==> src/logic/mbic_pkg.sv <==
`default_nettype none
package mbic_pkg;
    // frequency in units of 0.1 Hz, torque in percent of rated torque
    localparam int FREQ_W = 16;
    localparam int TORQ_W = 8;
    localparam int DLY_W  = 12;   // delay setting in units of 0.1 s
    localparam logic [FREQ_W-1:0] OPEN_FREQ_DEF  = 16'h000F; // 1.5 Hz
    localparam logic [FREQ_W-1:0] CLOSE_FREQ_DEF = 16'h000A; // 1.0 Hz
    localparam logic [TORQ_W-1:0] TORQ_DEF       = 8'h00;
    localparam logic [DLY_W-1:0]  DLY_MAX        = 12'h0C80; // 320.0 s
    localparam logic              SEQ_SIMPLE     = 1'b0;
    localparam logic              SEQ_ADVANCED   = 1'b1;
    localparam logic [2:0]        METHOD_VF      = 3'h6;
    // timing: one delay tick is 100 ms
    localparam int CLK_HZ       = 100_000_000;
    localparam int TICK_MS      = 100;
    localparam int TICK_CYCLES  = CLK_HZ / 1000 * TICK_MS;
    // indicator flash half period
    localparam int FLASH_MS     = 250;
    localparam int FLASH_CYCLES = CLK_HZ / 1000 * FLASH_MS;
    localparam int PRE_W        = 32;

    typedef enum logic [2:0] {
        MBIC_IDLE   = 3'b000,
        MBIC_RAMPUP = 3'b001,
        MBIC_TORQUE = 3'b010,
        MBIC_HOLD   = 3'b011,
        MBIC_RUN    = 3'b100,
        MBIC_RAMPDN = 3'b101,
        MBIC_APPLY  = 3'b110
    } mbic_state_t;
endpackage
`default_nettype wire

==> src/logic/mbic_control.sv <==
// Behaviour
// - manual forward blocked on first sensor edge or steady active level
// - forward re-enabled by sensor falling edge or auto-and-back mode change
// - second sensor locks and re-enables reverse the same way
// - starter: lock allows only automatic; speed ctrl: opposite manual allowed
// - starter with edge select: lock reacts to edges only
// - indicator steady when selected direction is not locked (starter: neither direction locked)
// - indicator flashes when selected direction is locked out
// - starter actuates brake with start signal in both modes
// - brake sequence select: 0 simple, 1 advanced, default 0
// - open threshold default 1.5, only effective with run enable
// - close threshold default 1
// - torque threshold default 0, skipped when control method is 6
// - release delay 0 to 320 s, default 0
// - simple: release brake once output frequency exceeds open threshold
// - stop: apply brake below close threshold, ramp to zero, disable
// - advanced: ramp to open, wait torque, release, hold delay, setpoint
// - starter releases brake on start after its release delay
// - starter waits apply delay between brake close and output disable
// - each sensor edge polarity is selectable
`timescale 1ns/1ns
`default_nettype none
module mbic_control
    import mbic_pkg::*;
#(
    parameter int TICK_CYC  = mbic_pkg::TICK_CYCLES,
    parameter int FLASH_CYC = mbic_pkg::FLASH_CYCLES
) (
    // clock and reset
    input  wire logic                        clk,
    input  wire logic                        reset,
    // variant and mode
    input  wire logic                        starterVariant,
    input  wire logic                        edgeInterlockSelect,
    input  wire logic                        autoMode,
    // sensors and selector
    input  wire logic                        firstSensorInput,
    input  wire logic                        secondSensorInput,
    input  wire logic                        firstSensorFalling,
    input  wire logic                        secondSensorFalling,
    input  wire logic                        selForward,
    input  wire logic                        selReverse,
    // run commands
    input  wire logic                        autoForward,
    input  wire logic                        autoReverse,
    // brake settings
    input  wire logic                        brakeSequenceSelect,
    input  wire logic [mbic_pkg::FREQ_W-1:0] brakeOpenFrequency,
    input  wire logic [mbic_pkg::FREQ_W-1:0] brakeCloseFrequency,
    input  wire logic [mbic_pkg::TORQ_W-1:0] torqueLevel,
    input  wire logic [mbic_pkg::DLY_W-1:0]  releaseDelay,
    input  wire logic [mbic_pkg::DLY_W-1:0]  applyDelay,
    input  wire logic [2:0]                  motorControlMethod,
    // drive feedback
    input  wire logic [mbic_pkg::FREQ_W-1:0] outputFrequency,
    input  wire logic [mbic_pkg::TORQ_W-1:0] motorTorque,
    // outputs
    output logic                             runForward_r,
    output logic                             runReverse_r,
    output logic                             ledForward_r,
    output logic                             ledReverse_r,
    output logic                             brakeRelease_r,
    output logic                             driveEnable_r,
    output logic                             freqHold_r,
    output logic                             rampDown_r,
    output logic [1:0]                       lockState_r
);
    import mbic_pkg::*;

    // active level of a sensor after polarity selection
    function automatic logic senseLvl(input logic raw, input logic fall);
        senseLvl = raw ^ fall;
    endfunction

    logic [1:0] lockSel, noLockSel;
    wire logic [1:0] sensNow, sensPrev, locked_r;
    logic [1:0] fallPol;
    logic       autoPrev_r;
    logic       backToManual;
    assign fallPol  = {secondSensorFalling, firstSensorFalling};
    assign lockSel  = {selReverse, selForward};
    assign backToManual = autoPrev_r & ~autoMode;

    // per-direction interlock: idx 0 forward, idx 1 reverse
    genvar g;
    generate
        for (g = 0; g < 2; g++) begin : gLock
            logic raw;
            logic prev_r;
            logic lock_r;
            assign raw = (g == 0) ? firstSensorInput : secondSensorInput;
            assign sensNow[g] = senseLvl(raw, fallPol[g]);
            // each direction owns its flops; the vectors are plain nets so
            // no packed variable ends up with two clocked writers
            assign sensPrev[g] = prev_r;
            assign locked_r[g] = lock_r;
            always_ff @(posedge clk) begin
                if (reset) begin
                    prev_r <= 1'b0;
                    lock_r <= 1'b0;
                end else begin
                    prev_r <= sensNow[g];
                    // auto-and-back clears; edge sets and wins
                    if (sensNow[g] & ~sensPrev[g]) begin
                        lock_r <= 1'b1;
                    end else if (sensNow[g] & ~(starterVariant
                                 & edgeInterlockSelect) & ~backToManual) begin
                        lock_r <= 1'b1;
                    end else if ((~sensNow[g] & sensPrev[g])
                                 | backToManual) begin
                        lock_r <= 1'b0;
                    end
                end
            end
        end
    endgenerate

    always_ff @(posedge clk) begin
        if (reset) begin
            autoPrev_r <= 1'b0;
        end else begin
            autoPrev_r <= autoMode;
        end
    end

    // manual permission: starter blocks all manual travel while any lock
    logic anyLock;
    assign anyLock = |locked_r;
    always_comb begin
        for (int i = 0; i < 2; i++) begin
            noLockSel[i] = lockSel[i] & ~locked_r[i]
                           & ~(starterVariant & anyLock);
        end
    end

    // requested direction
    logic wantFwd, wantRev, wantRun;
    assign wantFwd = autoMode ? autoForward : noLockSel[0];
    assign wantRev = autoMode ? (autoReverse & ~autoForward)
                              : (noLockSel[1] & ~noLockSel[0]);
    assign wantRun = wantFwd | wantRev;

    // flash timebase
    logic [PRE_W-1:0] flashCnt_r;
    logic             flash_r;
    always_ff @(posedge clk) begin
        if (reset) begin
            flashCnt_r <= '0;
            flash_r    <= 1'b0;
        end else if (flashCnt_r == PRE_W'(FLASH_CYC - 1)) begin
            flashCnt_r <= '0;
            flash_r    <= ~flash_r;
        end else begin
            flashCnt_r <= flashCnt_r + PRE_W'(1);
        end
    end

    // indicators in manual mode; steady when free, flashing when locked
    always_ff @(posedge clk) begin
        if (reset) begin
            ledForward_r <= 1'b0;
            ledReverse_r <= 1'b0;
            lockState_r  <= 2'b00;
        end else begin
            ledForward_r <= autoMode ? runForward_r
                          : (noLockSel[0] | (selForward & flash_r));
            ledReverse_r <= autoMode ? runReverse_r
                          : (noLockSel[1] | (selReverse & flash_r));
            lockState_r  <= locked_r;
        end
    end

    // 100 ms tick for delay counting
    logic [PRE_W-1:0] tickCnt_r;
    logic             tick;
    assign tick = (tickCnt_r == PRE_W'(TICK_CYC - 1));
    always_ff @(posedge clk) begin
        if (reset || tick) begin
            tickCnt_r <= '0;
        end else begin
            tickCnt_r <= tickCnt_r + PRE_W'(1);
        end
    end

    // brake sequencer
    mbic_state_t state_r;
    logic [DLY_W-1:0] dly_r;
    logic [DLY_W-1:0] relDly, aplDly;
    logic torqueOk, aboveOpen, belowClose;
    // clamp delays so an out-of-range setting cannot exceed 320 s
    assign relDly = (releaseDelay > DLY_MAX) ? DLY_MAX : releaseDelay;
    assign aplDly = (applyDelay > DLY_MAX) ? DLY_MAX : applyDelay;
    assign torqueOk = (motorControlMethod == METHOD_VF)
                    | (motorTorque >= torqueLevel);
    assign aboveOpen  = wantRun
                      & (outputFrequency > brakeOpenFrequency);
    assign belowClose = outputFrequency < brakeCloseFrequency;

    always_ff @(posedge clk) begin
        if (reset) begin
            state_r        <= MBIC_IDLE;
            brakeRelease_r <= 1'b0;
            driveEnable_r  <= 1'b0;
            freqHold_r     <= 1'b0;
            rampDown_r     <= 1'b0;
            runForward_r   <= 1'b0;
            runReverse_r   <= 1'b0;
            dly_r          <= '0;
        end else begin
            if (tick && dly_r != '0) begin
                dly_r <= dly_r - DLY_W'(1);
            end
            case (state_r)
                MBIC_IDLE: begin
                    brakeRelease_r <= 1'b0;
                    driveEnable_r  <= 1'b0;
                    rampDown_r     <= 1'b0;
                    freqHold_r     <= 1'b0;
                    if (wantRun) begin
                        runForward_r  <= wantFwd;
                        runReverse_r  <= wantRev;
                        driveEnable_r <= 1'b1;
                        dly_r         <= relDly;
                        state_r       <= MBIC_RAMPUP;
                    end
                end
                MBIC_RAMPUP: begin
                    if (!wantRun) begin
                        rampDown_r <= 1'b1;
                        dly_r      <= aplDly;
                        state_r    <= MBIC_RAMPDN;
                    end else if (starterVariant) begin
                        if (dly_r == '0) begin
                            brakeRelease_r <= 1'b1;
                            state_r        <= MBIC_RUN;
                        end
                    end else if (brakeSequenceSelect == SEQ_SIMPLE) begin
                        if (aboveOpen) begin
                            brakeRelease_r <= 1'b1;
                            state_r        <= MBIC_RUN;
                        end
                    end else if (outputFrequency >= brakeOpenFrequency) begin
                        freqHold_r <= 1'b1;
                        state_r    <= MBIC_TORQUE;
                    end
                end
                MBIC_TORQUE: begin
                    if (!wantRun) begin
                        freqHold_r <= 1'b0;
                        rampDown_r <= 1'b1;
                        state_r    <= MBIC_RAMPDN;
                    end else if (torqueOk) begin
                        brakeRelease_r <= 1'b1;
                        dly_r          <= relDly;
                        state_r        <= MBIC_HOLD;
                    end
                end
                MBIC_HOLD: begin
                    if (!wantRun) begin
                        freqHold_r <= 1'b0;
                        rampDown_r <= 1'b1;
                        state_r    <= MBIC_RAMPDN;
                    end else if (dly_r == '0) begin
                        freqHold_r <= 1'b0;
                        state_r    <= MBIC_RUN;
                    end
                end
                MBIC_RUN: begin
                    if (!wantRun) begin
                        rampDown_r <= 1'b1;
                        dly_r      <= aplDly;
                        state_r    <= MBIC_RAMPDN;
                    end
                end
                MBIC_RAMPDN: begin
                    if (starterVariant) begin
                        brakeRelease_r <= 1'b0;
                        dly_r          <= aplDly;
                        state_r        <= MBIC_APPLY;
                    end else if (belowClose) begin
                        brakeRelease_r <= 1'b0;
                        state_r        <= MBIC_APPLY;
                    end
                end
                MBIC_APPLY: begin
                    // starter waits apply delay; speed ctrl waits standstill
                    if (starterVariant ? (dly_r == '0)
                                       : (outputFrequency == '0)) begin
                        driveEnable_r <= 1'b0;
                        runForward_r  <= 1'b0;
                        runReverse_r  <= 1'b0;
                        rampDown_r    <= 1'b0;
                        state_r       <= MBIC_IDLE;
                    end
                end
                default: begin
                    brakeRelease_r <= 1'b0;
                    driveEnable_r  <= 1'b0;
                    state_r        <= MBIC_IDLE;
                end
            endcase
        end
    end
endmodule // mbic_control
`default_nettype wire

==> config.mk <==
export PLATFORM = sky130hd
export DESIGN_NAME = mbic_control
export DESIGN_NICKNAME = d
export VERILOG_FILES = /design/src/logic/mbic_pkg.sv /design/src/logic/mbic_control.sv
export SDC_FILE = /design/constraint.sdc
export NUM_CORES = 1
export LEC_CHECK = 0
export BUFFER_PORTS_ARGS = -buffer_cell sky130_fd_sc_hd__buf_4
export CORE_UTILIZATION = 49
export CTS_CLUSTER_DIAMETER = 100
export CTS_CLUSTER_SIZE = 8
export DETAILED_ROUTE_END_ITERATION = 10
export PLACE_DENSITY = 0.72
export RECOVER_POWER = 25
export SKIP_LAST_GASP = 1
export SLEW_MARGIN = 20
export SYNTH_ARGS = -nofsm -noshare
export SYNTH_HDL_FRONTEND = slang
export SYNTH_SLANG_ARGS = --single-unit
==> constraint.sdc <==
create_clock -name clk -period 7.7 [get_ports clk]
set_input_delay 1.155 -clock clk [delete_from_list [all_inputs] [get_ports clk]]
set_output_delay 1.155 -clock clk [all_outputs]
set_load 0.1 [all_outputs]
==> results.cfg <==
[outcome]
status = finished, violations left
violations = max-capacitance violations, max-slew violations

[detailed_routing]
detail_route.vias_per_cell = 5.63
dr.pass1.iters = 5
routedWlPerCell_um = 14.4
remaining_drc_errors = 0
via_count = 5472
wirelength_mm = 14.0
postRouteAntennaNets = 0
drt_iter0_drc = 304

[clock_network]
clkSinkCount = 95
cts-buffers-inserted = 9
cts_resized = 0
htree_levels = 3
tritoncts = yes
root_buffer = clkbuf_16
cts.path.max_buffers = 2
cts_setup_buffers = 0
hold_buffers = 0
clkTransAtPathRegs_ns = 0.06
clkLatencyLatePin_ns = 0.35

[timing]
relSlewSlack_pct = -10.4
skew_ns = 0.00866
rsz0062_at_grt = false
finalCritPeriodShare_pct = 46.8
finalMaxSlewViolations = 69
tightest_slew_ns = 1.66
finalSetupTns_ns = 0
fin_ws_ns = 4.09
hold_violations = 0
fin_hold_ws_ns = 0.441
setup_violations = 0
max_freq_mhz = 277
fin_crit_ns = 3.61

[power_and_ir_drop]
p_int_mw = 1.03
p_sw_mw = 0.564
clkPwrFrac_pct = 32.3
combPwrFrac_pct = 30.8
p_seq_share_pct = 36.9
power_mw = 1.59
power.leakage_nw = 2.85
peakVddDrop_uv = 210
swShare_pct = 35.4
power.density_nw_per_um2 = 230

[critical_path]
crit_family = simple AND/OR/NAND/NOR gates
worst-path-max-fanout = 37
cp-startpoint = reset
cp-end-kind = flop
path_cells = clkbuf_1 -> or2_0 -> nor2_1
timing.rr.end = tickCnt_r[25]
arrival_ns = 3.77
critPathMaxStageDelay_ns = 1.33
critPathKind = primary input to flop
path_buf_inv = 1
crit_required_ns = 7.86
crit_slowest_cell = or2_0
ff2ff_setup_slack_ns = 4.39
worstRegToRegCells = 5
r2r-start = tickCnt_r[17]
start_kind = primary input

[final_layout]
postLayoutCellArea_um2 = 6930
area_growth_pct = 21.9
nets = 974
final_common_cell = nor2_1
antennaDiodeCount = 0
num-fill-cells = 989
drive_gt1_share_pct = 15.1
final_util_pct = 62.5
fin_cells = 972
final_cell_mix = nor2_1, buf_4, dfxtp_1

[die]
num_rows = 38
die_w_um = 110
start_util_pct = 51.3
io_pins = 115
fp.coreArea_um2 = 11100
die_h_um = 110
fp.dieArea_um2 = 12000

[worst_hold_path]
hold_class = flop to flop
hold_end = gLock[0].lock_r
hold_depth = 1
hold_path.startpoint = gLock[0].prev_r

[yosys]
synth_flop_cell = dfxtp_1
synth_cell_types = 62
async_flop_share_pct = 0
ys_warn_count = 0
ys_seq_area_share_pct = 33.5
syn_nets = 870
synth.avg_cell_area_um2 = 7.86
syn-cell-area_um2 = 5680
synth_edf_count = 0
syn_inst = 723
ys_seq_elements = 95

[global_routing]
grt_util_all_layers_pct = 24.0
overflow = 0
antenna_found_initial = 0
grt_max_degree = 38
grt_pass1_vias = 5140
grt_pass1_wl_mm = 22.7

[placed_design]
io_buffers = 114
gp_congestion = 0.934
place_inst = 956
dp_hpwl_mm = 10.6
pre_cts_slack_ns = 4.04
place_area_um2 = 6630

[run]
maxCapViolations = 2
-- how the worst max path moves through the flow --
stage,end,slack (ns),cells after the start
6_report,tickCnt_r[25],4.09,3
2_1_floorplan,dly_r[0],4.62,9
4_1_cts,dly_r[3],4.35,10
5_1_grt,tickCnt_r[29],3.78,3
3_5_place_dp,dly_r[3],4.04,10
3_3_place_gp,dly_r[6],4.12,10
-- power groups by stage --
stage | logic, mW | registers [mW] | clock network, mW
global placement | 0.481 | 0.596 | 0
finish | 0.490 | 0.589 | 0.515
global route | 0.535 | 0.594 | 0.547
detailed placement | 0.492 | 0.597 | 0
floorplan | 0.298 | 0.651 | 0
CTS | 0.497 | 0.586 | 0.528
-- state kept, by name, indices dropped and copies added, names as in the netlist --
name,count
gLock.lock_r,2
state_r,3
gLock.prev_r,2
runReverse_r,1
brakeRelease_r,1
ledForward_r,1
dly_r,12
tickCnt_r,32
runForward_r,1
driveEnable_r,1
flashCnt_r,32
autoPrev_r,1
rampDown_r,1
ledReverse_r,1
lockState_r,2
freqHold_r,1
flash_r,1
-- cell families (layout without fill, tap and decap cells) --
logic type,count (synthesis),in the layout,synth area share (%)
adders and majority gates,42,42,9.24
buffers and inverters,78,187,5.30
and+or+nand+nor,329,329,28.3
xor gates and xnor gates,66,66,10.2
DFF,95,95,33.5
AOI/OAI and AO/OA,109,109,12.7
muxes,4,4,0.792
-- cells in the mapped netlist, types with 3 or more instances --
cell | count | area [µm²]
nor2_1 | 122 | 458
dfxtp_1 | 95 | 1900
nand2_1 | 58 | 218
inv_1 | 56 | 210
ha_1 | 42 | 526
a21oi_1 | 38 | 190
nand3_1 | 36 | 180
xnor2_1 | 33 | 289
xor2_1 | 33 | 289
nand4_1 | 22 | 138
clkbuf_1 | 18 | 67.6
nor3_1 | 18 | 90.1
nor4_1 | 16 | 100
o21ai_0 | 14 | 70.1
nor2b_1 | 12 | 75.1
or3_1 | 10 | 62.6
a22oi_1 | 8 | 60.1
and3_1 | 8 | 50.1
o211ai_1 | 5 | 37.5
o21ai_1 | 5 | 25.0
a211oi_1 | 4 | 30.0
a32oi_1 | 4 | 35.0
o21a_1 | 4 | 30.0
or4_1 | 4 | 30.0
a222oi_1 | 3 | 30.0
a31oi_1 | 3 | 18.8
mux2_1 | 3 | 33.8
nand2b_1 | 3 | 18.8
nor4b_1 | 3 | 26.3
or2_2 | 3 | 18.8
-- per-layer routing --
layer  track usage, %  part of all wire [%]  vias to the layer above  wire [µm]
met3             5.45                   6.2                       33        871
met4             9.62                   2.5                        0        354
met5                0                     0                        -          0
met2             42.1                    48                      178       6730
met1             28.1                    43                     2531       6030
li1                 -                     -                     2730          -
-- final cells by class --
cell class	instances	area, µm²	area share (%)
clock buffer	10	229	3.31
clock inverter	6	118	1.70
sequential	95	1900	27.5
tap	140	175	2.53
multi-input combinational	550	3470	50.2
inverter	57	214	3.09
timing repair buffer	114	815	11.8
(Power assumes the default switching activity.)
